`src/design/rstack_pkg.sv`:
```
// package for the hardware return stack: register offsets, field layout, reset values, types
// assumes a single 125 MHz clock domain and a synchronous active-high reset
package rstack_pkg;

  localparam int unsigned DEPTH = 16;
  localparam int unsigned ENTRY_W = 15;
  localparam int unsigned PTR_W = 5;
  localparam int unsigned IDX_W = 4;
  localparam int unsigned ADDR_W = 4;
  localparam int unsigned DATA_W = 8;

  // register offsets
  localparam logic [ADDR_W-1:0] OFS_PTR = 4'h0;
  localparam logic [ADDR_W-1:0] OFS_TOP_LOW = 4'h1;
  localparam logic [ADDR_W-1:0] OFS_TOP_HIGH = 4'h2;
  localparam logic [ADDR_W-1:0] OFS_STATUS = 4'h3;
  localparam logic [ADDR_W-1:0] OFS_MASK = 4'h4;
  localparam logic [ADDR_W-1:0] OFS_CONFIG = 4'h5;

  // field positions
  localparam int unsigned BIT_OVF = 0;
  localparam int unsigned BIT_UNF = 1;
  localparam int unsigned BIT_FAULT_EN = 0;
  localparam int unsigned HIGH_W = 7;

  // reset values
  localparam logic [PTR_W-1:0] PTR_EMPTY = 5'h1f;
  localparam logic [PTR_W-1:0] PTR_LAST = 5'h0f;
  localparam logic [1:0] FLAGS_RST = 2'h0;
  localparam logic [1:0] MASK_RST = 2'h0;
  localparam logic FAULT_EN_RST = 1'b0;
  localparam int unsigned FAULT_PULSE_CYCLES = 1;

  typedef enum logic [2:0] {
    OP_IDLE = 3'b001,
    OP_PUSH = 3'b010,
    OP_POP = 3'b100
  } op_t;

  typedef struct packed {
    logic push;
    logic pop;
    logic [ENTRY_W-1:0] pc;
  } core_req_t;

  typedef struct packed {
    logic [ADDR_W-1:0] addr;
    logic [DATA_W-1:0] wdata;
    logic wr;
    logic rd;
  } reg_req_t;

endpackage : rstack_pkg

```
`src/design/rstack_mem.sv`:
```
// sixteen-entry storage of the return stack, one write port and one registered read port
// assumes one writer per cycle; read data lag the read index by one clock
`timescale 1ns/10ps
`default_nettype none
module rstack_mem (
  // clock
  input wire logic sys_clk_i,
  // write port
  input wire logic wr_en_i,
  input wire logic [rstack_pkg::IDX_W-1:0] wr_idx_i,
  input wire logic [rstack_pkg::ENTRY_W-1:0] wr_data_i,
  // read port
  input wire logic [rstack_pkg::IDX_W-1:0] rd_idx_i,
  output logic [rstack_pkg::ENTRY_W-1:0] rd_data_o
);
  import rstack_pkg::*;

  // contents are not reset, as in the real stack they are undefined after reset
  logic [ENTRY_W-1:0] mem_q [DEPTH];

  always_ff @(posedge sys_clk_i)
  begin
    if (wr_en_i)
    begin
      mem_q[wr_idx_i] <= wr_data_i;
    end
    rd_data_o <= mem_q[rd_idx_i];
  end

endmodule : rstack_mem
`default_nettype wire

```
`src/design/hw_return_stack.sv`:
```
// hardware return-address stack for an 8-bit core, with pointer, top-entry window and fault flags
// assumes the core raises at most one of push and pop per cycle and holds pc valid beside push
// Functional notes
// - sixteen 15-bit entries, outside program/data space
// - calls and interrupt vectoring push the pc
// - all three return kinds pop into pc
// - push and pop leave pc high latch alone
// - fault reset off: stack wraps circularly
// - overflow and underflow flags always set
// - top entry registers follow the stack pointer
// - five-bit pointer, software readable and writable
// - push increments then writes; pop reads then decrements
// - 0x1f means empty; one push gives 0x00
// - fault reset on: overflow/underflow requests device reset
// - pointer resets to empty 0x1f
`timescale 1ns/10ps
`default_nettype none
module hw_return_stack (
  // clock and reset
  input wire logic sys_clk_i,
  input wire logic srst_i,
  // core side
  input wire rstack_pkg::core_req_t core_req_i,
  output logic [rstack_pkg::ENTRY_W-1:0] pop_pc_o,
  output logic pop_valid_o,
  // register port
  input wire rstack_pkg::reg_req_t reg_req_i,
  output logic [rstack_pkg::DATA_W-1:0] reg_rdata_o,
  // system
  output logic device_reset_req_o,
  output logic irq_o
);
  import rstack_pkg::*;

  typedef struct packed {
    logic [PTR_W-1:0] ptr;
    logic [1:0] flags;
    logic [1:0] mask;
    logic fault_en;
    logic [DATA_W-1:0] rdata;
    logic rd_top_low;
    logic rd_top_high;
    logic pop_valid;
    logic reset_req;
    logic fwd;
    logic [ENTRY_W-1:0] fwd_data;
    logic [ENTRY_W-1:0] pop_pc;
  } state_t;

  state_t s_q;
  state_t s_d;

  op_t op;
  logic ovf_evt;
  logic unf_evt;
  logic mem_wr;
  logic [IDX_W-1:0] mem_wr_idx;
  logic [ENTRY_W-1:0] mem_wr_data;
  logic [IDX_W-1:0] mem_rd_idx;
  logic [ENTRY_W-1:0] mem_rd_data;
  logic [PTR_W-1:0] ptr_inc;
  logic [PTR_W-1:0] ptr_dec;
  logic [ENTRY_W-1:0] top_entry;
  logic [DATA_W-1:0] rdata_mux;
  logic [1:0] flag_evt;
  logic [1:0] flags_nxt;
  logic wr_ptr;
  logic wr_top_low;
  logic wr_top_high;
  logic wr_status;
  logic wr_mask;
  logic wr_config;

  // low four bits of the pointer select an entry; the fifth only marks empty/overflow
  function automatic logic [IDX_W-1:0] slot_of(input logic [PTR_W-1:0] p);
    slot_of = p[IDX_W-1:0];
  endfunction : slot_of

  function automatic logic hit(input reg_req_t r, input logic [ADDR_W-1:0] ofs);
    hit = (r.addr == ofs);
  endfunction : hit

  // one decode per writable register keeps the write paths below short
  assign wr_ptr = reg_req_i.wr && hit(reg_req_i, OFS_PTR);
  assign wr_top_low = reg_req_i.wr && hit(reg_req_i, OFS_TOP_LOW);
  assign wr_top_high = reg_req_i.wr && hit(reg_req_i, OFS_TOP_HIGH);
  assign wr_status = reg_req_i.wr && hit(reg_req_i, OFS_STATUS);
  assign wr_mask = reg_req_i.wr && hit(reg_req_i, OFS_MASK);
  assign wr_config = reg_req_i.wr && hit(reg_req_i, OFS_CONFIG);

  always_comb
  begin
    if (core_req_i.push)
    begin
      op = OP_PUSH;
    end
    else if (core_req_i.pop)
    begin
      op = OP_POP;
    end
    else
    begin
      op = OP_IDLE;
    end
  end

  assign ptr_inc = s_q.ptr + 5'h01;
  assign ptr_dec = s_q.ptr - 5'h01;

  assign ovf_evt = (op == OP_PUSH) && (s_q.ptr == PTR_LAST);
  assign unf_evt = (op == OP_POP) && (s_q.ptr == PTR_EMPTY);
  assign flag_evt[BIT_OVF] = ovf_evt;
  assign flag_evt[BIT_UNF] = unf_evt;

  // each status bit is sticky: its event sets it, a written one clears it, and the set wins
  for (genvar b = 0; b < 2; b++)
  begin : g_flag
    logic nxt;
    always_comb
    begin
      nxt = s_q.flags[b];
      if (wr_status && reg_req_i.wdata[b])
      begin
        nxt = 1'b0;
      end
      if (flag_evt[b])
      begin
        nxt = 1'b1;
      end
    end
    assign flags_nxt[b] = nxt;
  end

  // the storage register misses a write to the very slot it reads, so that word is forwarded for a cycle
  assign top_entry = s_q.fwd ? s_q.fwd_data : mem_rd_data;

  // storage port: push writes the incremented slot; software may write the current top
  always_comb
  begin
    mem_wr = 1'b0;
    mem_wr_idx = slot_of(s_q.ptr);
    mem_wr_data = top_entry;
    case (op)
      OP_PUSH:
      begin
        mem_wr = 1'b1;
        mem_wr_idx = slot_of(ptr_inc);
        mem_wr_data = core_req_i.pc;
      end
      OP_POP, OP_IDLE:
      begin
        // top entry write is read-modify-write of the entry's registered copy
        if (wr_top_low)
        begin
          mem_wr = 1'b1;
          mem_wr_data = {top_entry[ENTRY_W-1:DATA_W], reg_req_i.wdata};
        end
        else if (wr_top_high)
        begin
          mem_wr = 1'b1;
          mem_wr_data = {reg_req_i.wdata[HIGH_W-1:0], top_entry[DATA_W-1:0]};
        end
      end
      default:
      begin
        mem_wr = 1'b0;
      end
    endcase
  end

  // the read index follows the next pointer so the top entry is ready one cycle later
  assign mem_rd_idx = slot_of(s_d.ptr);

  always_comb
  begin
    s_d = s_q;
    s_d.rd_top_low = 1'b0;
    s_d.rd_top_high = 1'b0;
    s_d.pop_valid = 1'b0;
    s_d.reset_req = 1'b0;
    s_d.rdata = '0;
    case (op)
      OP_PUSH:
      begin
        s_d.ptr = ptr_inc;
      end
      OP_POP:
      begin
        s_d.pop_valid = 1'b1;
        s_d.pop_pc = top_entry;
        s_d.ptr = ptr_dec;
      end
      OP_IDLE:
      begin
        // pointer writes lose to push and pop; software should not move it while calls run
        if (wr_ptr)
        begin
          s_d.ptr = reg_req_i.wdata[PTR_W-1:0];
        end
      end
      default:
      begin
        s_d.ptr = s_q.ptr;
      end
    endcase
    s_d.flags = flags_nxt;
    if (wr_mask)
    begin
      s_d.mask = reg_req_i.wdata[1:0];
    end
    if (wr_config)
    begin
      s_d.fault_en = reg_req_i.wdata[BIT_FAULT_EN];
    end
    // remember a write to the slot that the storage register reads next
    s_d.fwd = mem_wr && (mem_wr_idx == slot_of(s_d.ptr));
    s_d.fwd_data = mem_wr_data;
    s_d.reset_req = s_q.fault_en && (ovf_evt || unf_evt);
    if (reg_req_i.rd)
    begin
      if (hit(reg_req_i, OFS_PTR))
      begin
        s_d.rdata = {{(DATA_W-PTR_W){1'b0}}, s_q.ptr};
      end
      else if (hit(reg_req_i, OFS_TOP_LOW))
      begin
        s_d.rd_top_low = 1'b1;
      end
      else if (hit(reg_req_i, OFS_TOP_HIGH))
      begin
        s_d.rd_top_high = 1'b1;
      end
      else if (hit(reg_req_i, OFS_STATUS))
      begin
        s_d.rdata = {6'h00, s_q.flags};
      end
      else if (hit(reg_req_i, OFS_MASK))
      begin
        s_d.rdata = {6'h00, s_q.mask};
      end
      else if (hit(reg_req_i, OFS_CONFIG))
      begin
        s_d.rdata = {7'h00, s_q.fault_en};
      end
    end
    // fault reset restores the empty pointer and clears the flags too, so software cannot see the cause
    if (srst_i)
    begin
      s_d.ptr = PTR_EMPTY;
      s_d.flags = FLAGS_RST;
      s_d.mask = MASK_RST;
      s_d.fault_en = FAULT_EN_RST;
      s_d.pop_valid = 1'b0;
      s_d.reset_req = 1'b0;
      s_d.rd_top_low = 1'b0;
      s_d.rd_top_high = 1'b0;
      s_d.rdata = '0;
      s_d.fwd = 1'b0;
      s_d.pop_pc = '0;
    end
  end

  always_ff @(posedge sys_clk_i)
  begin
    s_q <= s_d;
  end

  // pop data is taken from the entry before the pointer moves
  rstack_mem u_mem (
    .sys_clk_i(sys_clk_i),
    .wr_en_i(mem_wr),
    .wr_idx_i(mem_wr_idx),
    .wr_data_i(mem_wr_data),
    .rd_idx_i(mem_rd_idx),
    .rd_data_o(mem_rd_data)
  );

  // top entry bytes bypass the state copy so a read right after a push sees the new word
  always_comb
  begin
    rdata_mux = s_q.rdata;
    if (s_q.rd_top_low)
    begin
      rdata_mux = top_entry[DATA_W-1:0];
    end
    else if (s_q.rd_top_high)
    begin
      rdata_mux = {1'b0, top_entry[ENTRY_W-1:DATA_W]};
    end
  end

  // the pc high latch lives outside this block, so no stack operation can reach it
  assign pop_pc_o = s_q.pop_pc;
  assign pop_valid_o = s_q.pop_valid;
  assign reg_rdata_o = rdata_mux;
  // only a pulse: the system must turn it into a full device reset
  assign device_reset_req_o = s_q.reset_req;
  assign irq_o = |(s_q.flags & s_q.mask);

endmodule : hw_return_stack
`default_nettype wire

```
`config.mk`:
```
export PLATFORM = sky130hd
export DESIGN_NAME = hw_return_stack
export DESIGN_NICKNAME = d
export VERILOG_FILES = /design/src/design/rstack_pkg.sv /design/src/design/rstack_mem.sv /design/src/design/hw_return_stack.sv
export SDC_FILE = /design/constraint.sdc
export NUM_CORES = 1
export LEC_CHECK = 0
export BUFFER_PORTS_ARGS = -buffer_cell sky130_fd_sc_hd__clkbuf_2
export CAP_MARGIN = 0
export CORE_MARGIN = 3
export CORE_UTILIZATION = 30
export DETAILED_ROUTE_END_ITERATION = 10
export PLACE_DENSITY = 0.52
export SYNTH_ARGS = -nofsm -noshare
export SYNTH_HDL_FRONTEND = slang
export SYNTH_HIERARCHICAL = 1
export SYNTH_SLANG_ARGS = --single-unit
```
`constraint.sdc`:
```
create_clock -name sys_clk_i -period 7.7 [get_ports sys_clk_i]
set_clock_uncertainty 0.2 [all_clocks]
set_input_delay 1.155 -clock sys_clk_i [delete_from_list [all_inputs] [get_ports sys_clk_i]]
set_output_delay 1.155 -clock sys_clk_i [all_outputs]
set_load 0.01 [all_outputs]
```
### Word-level counts from Yosys, hierarchy flattened

Memory sizes are Yosys's and may differ from the RTL's. A register that Yosys moved wholly into a read port is not among the register bits.
Index checks and enable logic that the tools add are counted.

| word-level totals | value |
|---|---|
| bits of input ports | 33 |
| output and inout port bits | 26 |
| memories kept | 1 |
| logic and storage cells | 91 |
| RAM bits | 240 |
| register bits | 53 |

| cells by class | value |
|---|---|
| add/sub/neg operators | 2 |
| multiplexer cells | 35 |
| bitwise gates (word level) | 2 |
| reductions and logical operators | 24 |
| eq/ne operators | 12 |

Memory list:

| memory | words | bits a word | rd ports | clocked after Yosys merged registers in | wr ports | line | text |
|---|---|---|---|---|---|---|---|
| u_mem.mem_q | 16 | 15 | 1 | 1 | 1 | rstack_mem.sv:19 | `logic [ENTRY_W-1:0] mem_q [DEPTH];` |

Operators with widths:

| operator | count |
|---|---|
| $mux W8 | 7 |
| $mux W15 | 3 |
| $pmux W15 S2 | 1 |
| $mux W22 | 1 |
| $pmux W5 S3 | 1 |
| $mux W1 | 14 |
| $logic_and A1 B1 Y1 | 12 |
| $mux W10 | 1 |
| $eq A4 B2 Y1 const B | 2 |
| $eq A4 B3 Y1 const B | 2 |
| $reduce_or A7 Y1 | 1 |
| $mux W3 | 2 |
| $reduce_or A2 Y1 | 3 |
| $add A5 B1 Y5 const B | 1 |
| $eq A5 B4 Y1 const B | 1 |
| $eq A5 B5 Y1 const B | 1 |
| $mux W5 | 1 |
| $sub A5 B1 Y5 const B | 1 |
| $eq A4 B1 Y1 const B | 1 |
| $eq A4 B4 Y1 | 1 |
| $logic_not A4 Y1 | 1 |
| $mux W2 | 2 |
| $mux W4 | 1 |
| $reduce_bool A2 Y1 | 2 |
| 12 further kinds | 12 |

### Logic depth before layout (Yosys ltp)

| depth | value |
|---|---|
| depth in word-level cells | 9 |
| mapped depth | 11 |
| depth with buffers taken out | 8 |

### Modules after synthesis

Netlist, hierarchy kept.

Modules (own cells, without submodules):

| module | instances | area an instance (um^2) | cells each | sequential area each (um^2) |
|---|---|---|---|---|
| rstack_mem | 1 | 9,446.6 | 406 | 7,507.2 |
| hw_return_stack | 1 | 2,775.2 | 355 | 1,001.0 |

### Worst setup path before layout

Ideal clock, no wire load.

| timing path | value |
|---|---|
| path type | input -> register |
| start | input core_req_i[16] in the netlist's numbering |
| end | memory u_mem.mem_q[0][0], enable pin |
| stages | 6 |
| path buffers | 2 |
| setup slack | 3.542 ns |
| setup time | 0.406 ns |
| data arrival time | 3.552 ns |
| required time | 7.094 ns |
| path through | clkbuf_1 buf_1 nand2_1 xnor2_1 or3b_2 nor3_1 |

| between the ends | value |
|---|---|
| elaborated cells on any way between the ends | 9 |
| those cells by class | eq/ne (3); mux (5); reduce/logical (1) |

RTL lines:

| element | line | text |
|---|---|---|
| start: declaration | hw_return_stack.sv:23 | `input wire rstack_pkg::core_req_t core_req_i,` |
| $mux W3 | hw_return_stack.sv:93 | `if (core_req_i.push)` |
| $eq A3 B2 Y1 | hw_return_stack.sv:143 | `case (op)` |
| $mux W4 | hw_return_stack.sv:143 |  |
| via mem_wr_idx[2] | hw_return_stack.sv:57 | `logic [IDX_W-1:0] mem_wr_idx;` |
| end: declaration | rstack_mem.sv:19 |  |

The timed path passes the listed nets, and every way through them passes these cells.

### Final worst setup path

| timing path | value |
|---|---|
| start | register s_q[30] in the netlist's numbering |
| end | output reg_rdata_o[1] in the netlist's numbering |

| between the ends | value |
|---|---|
| word-level cells in the longest chain between the ends | 3 |

RTL lines:

| element | line | text |
|---|---|---|
| start: declaration | hw_return_stack.sv:50 | `state_t s_q;` |
| start signal: assignment | hw_return_stack.sv:265 | `s_q <= s_d;` |
| $mux W15 (*) | hw_return_stack.sv:135 | `assign top_entry = s_q.fwd ? s_q.fwd_data : mem_rd_data;` |
| $mux W8 | hw_return_stack.sv:286 | `else if (s_q.rd_top_high)` |
| $mux W8 (*) | hw_return_stack.sv:282 | `if (s_q.rd_top_low)` |
| end: declaration | hw_return_stack.sv:28 | `output logic [rstack_pkg::DATA_W-1:0] reg_rdata_o,` |

Every way passes the cells marked *; elsewhere a longest branch is shown, timed or not.

==> summary.txt <==
Clock network
  – Cts bufs inserted: 34
  – Worst skew pair latency: 510 ps
  – Htree depth: 2
  – CTS tree: built
  – Hold Buf Count CTS: 0
  – # resized after CTS: 0
  – CTS max path bufs: 3
  – Clock sink count: about 310
  – Post-CTS Setup Inserts: 0
  – Clock Tree Root: clkbuf_16
  – Clk slew on worst S/H paths: 60 ps

Pwr
  – Peak supply drop: about 0.17 mV
  – LEAKAGE: approximately 4.9 nW
  – P per Cell Area: 280 nW/um^2

Die
  – Std cell rows: 73
  – Initial Utilization: 30.5%
  – Ports: between 50 and 60
  – Core area: approximately 40000 um^2
  – Die area: 43200 um^2
  – Die Span Y: between 200 and 250 um
  – DIE WIDTH: 208 um

Global routing
  – First-pass GRT wire length: 45600 um
  – Number of global-route vias before repair: 6883
  – Initial antenna violation count: 0
  – Tot GR Track Use: 14.0%
  – Overflow after GRT: 0
  – Pin count of the biggest net entering global routing: 62

Logic synthesis
  – FF+latch count, synth: 305
  – Top_reg_cell synth: edfxtp_1
  – Top post-synthesis cells by area: edfxtp_1 (59%), dfxtp_1 (11%), mux4_2 (8.1%)
  – Syn Area/Cell: between 15 and 20 um^2
  – Cell Area, Synth: 12200 um^2
  – Cell variety after synth: 51
  – Post-synth top area cell: edfxtp_1
  – Top cell type's share of synthesized area: 59.0%
  – Syn. warnings: 6
  – EDFF count, synth: 240
  – Net count after synthesis: 799
  – Seq/Total Area, Yosys: 69.6%
  – Post-Syn Instances: 761
  – Post-synthesis async set-or-reset flop share: 0%

Worst setup path
  – Critical Path RT: 6340 ps
  – R2R depth: 7
  – CP max stage cell: mux2i_1
  – Crit Path Category: reg2out
  – Capturing point of the worst reg2reg path: u_mem/mem_q[9][3]$_DFFE_PP_
  – CP dominant cell by count: o21ai_0
  – RR Startpoint: s_q[48]$_DFF_P_
  – Setup crit start: s_q[30]$_SDFF_PP0_
  – CP startpoint kind: flop
  – Flop2flop setup slack: 4220 ps
  – Arrival @ worst endpoint: about 2700 ps
  – Crit path cell chain: buf_4 -> mux2i_1 -> nand2_1 -> o21ai_0 -> o21ai_0 -> clkbuf_2
  – CP Capture Type: output pin
  – Worst path max stage delay: about 730 ps
  – Max FO, Critical Path: 9

Timing
  – Final Cycle Share: 52.3%
  – Worst Tran Pin Value: between 1000 and 1500 ps
  – Fin. Hold Viols: 0
  – FMAX: around 250 MHz
  – Setup TNS: 0 ps
  – Final min period: around 4000 ps
  – Slew Viols, Final: 0
  – RSZ-0062 raised after global routing: false
  – Slew HR: 23.4%
  – Endpoints failing setup: 0

Place
  – I/O Buffers: 58
  – Post-DP HPWL: 19300 um
  – Routability-driven placement congestion ratio: 0.830
  – Placed Cells: between 1000 and 1500

Finish
  – Filler instances: 3820
  – Area Overhead vs Synth: 16.4%
  – Post-layout net count: around 870
  – Layout cells sized above 1: 24.5%
  – Final Non-Filler Cells: between 1000 and 1500
  – Number of diodes: 0

Min path
  – Worst hold path class: reg2reg
  – Endpoint of the worst hold path: device_reset_req_o$_SDFF_PP0_
  – Hold Path Depth: 2
  – Hold path startpoint: s_q[43]$_SDFFE_PP0P_

Routing
  – Post-DR vias/cell: 5.00
  – Iter 0 DRT Violations: 691
  – Residual DRC: 0
  – Final ANT Viol Nets: 0
  – Vias: approximately 6900
  – First-pass iteration count of the detailed router: 5
  – WL per Instance: about 22 um
  – Final wirelength: approximately 30000 um

Run
  – Maxcap violations: 0

Run status
  – Status: finished, final reports clean
==> placed cells by master (no fill, tap or decap), types with 4 or more instances in the layout <==
cell type / count
a211oi_1: 8
a21oi_1: 11
a22oi_1: 31
buf_4: 38
clkbuf_1: 14
clkbuf_16: 35
clkbuf_2: 58
dfxtp_1: 65
edfxtp_1: 240
ha_1: 5
inv_1: 9
mux2_2: 7
mux2i_1: 19
mux4_1: 16
mux4_2: 44
nand2_1: 70
nand2b_1: 9
nand3_1: 8
nand4_1: 4
nor2_1: 38
nor2_2: 7
nor2b_1: 7
nor3_1: 14
nor3_2: 4
o211ai_1: 4
o21ai_0: 41
xnor2_1: 4
==> worst max-delay path: cells and delay by family, from the launching register on <==
family                 cells  cell delay (ps)
multiplexers               1              730
AO/OA/AOI/OAI              2              190
flip-flops                 1              660
AND/OR/NAND/NOR            1              100
buffers and inverters      2              470
==> report_power, final <==
part / switching [mW] / internal, mW / total, mW
registers: 0.0392 / 1.93 / 1.97
clock network: 0.634 / 0.870 / 1.50
logic: 0.325 / 0.177 / 0.502
==> routing by layer <==
layer | GRT usage, % | vias up | part of all wire, %
met5 | 0 | - | 0
met4 | 4.39 | 0 | 2.6
met3 | 2.25 | 57 | 5.5
met2 | 22.1 | 244 | 47
met1 | 20.0 | 3523 | 45
li1 | - | 3105 | -
==> final cells by class <==
class	instances	area (um^2)	area share (%)
Clock inverter	11	85.1	0.598
Multi-Input combinational cell	389	3410	23.9
Tap cell	525	657	4.62
Inverter	9	33.8	0.238
Sequential cell	305	8510	59.8
Timing Repair Buffer	96	576	4.05
Clock buffer	51	956	6.72
==> worst max path at each step <==
| stage | cells after the start | slack [ps] | endpoint |
|---|---|---|---|
| global route | 6 | 3490 | reg_rdata_o[1] |
| finish | 6 | 3680 | reg_rdata_o[1] |
| global placement | 7 | 3310 | u_mem/mem_q[9][0]$_DFFE_PP_ |
| CTS | 6 | 3600 | reg_rdata_o[1] |
| detailed placement | 7 | 3310 | u_mem/mem_q[9][0]$_DFFE_PP_ |
| floorplan | 6 | 3540 | u_mem/mem_q[0][0]$_DFFE_PP_ |
==> Yosys cell counts, types with 3 or more instances <==
cell and instances:
nor3_1 18, nand4_1 4, xnor2_1 4, a211oi_1 8
and2_1 3, mux4_2 44, mux2_2 7, xor2_1 3
nor2b_1 8, a21oi_1 11, inv_1 9, buf_4 18
buf_1 3, nor2_1 45, o21ai_0 42, mux4_1 16
dfxtp_1 65, nand2_1 70, mux2i_1 19, nand3_1 8
nor4_1 3, o211ai_1 4, clkbuf_1 30, buf_6 5
ha_1 5, nand2b_1 9, edfxtp_1 240, a22oi_1 31
==> cell families (layout without fill, tap and decap cells) <==
| logic type | Yosys count | count (layout) | share of synthesized area [%] |
|---|---|---|---|
| adders and majority gates | 5 | 5 | 0.512 |
| DFF | 305 | 305 | 69.6 |
| xor gates and xnor gates | 7 | 7 | 0.502 |
| and+or+nand+nor | 178 | 178 | 6.67 |
| AOI/OAI and AO/OA | 113 | 113 | 6.01 |
| buffers and inverters | 67 | 167 | 2.94 |
| muxes | 86 | 86 | 13.7 |
==> stage by stage <==
step                utilization (%)  power (mW)  hold WS, ps  setup WS, ps  cell area [um^2]
CTS                            35.5        4.03          276          3600             14200
floorplan                         -        2.31          225          3540             12200
finish                         35.5        3.98          277          3680             14200
detailed placement             32.9        2.51          268          3310             13200
global route                   35.5        4.14          317          3490             14200
global placement               32.9        2.51          267          3310             13200
==> state kept, by name (all words and copies together), names as in the netlist <==
signal and flops:
device_reset_req_o 1, pop_pc_o 15, pop_valid_o 1, s_q 33, u_mem/mem_q 240, u_mem/rd_data_o 15
(Power assumes the default switching activity.)
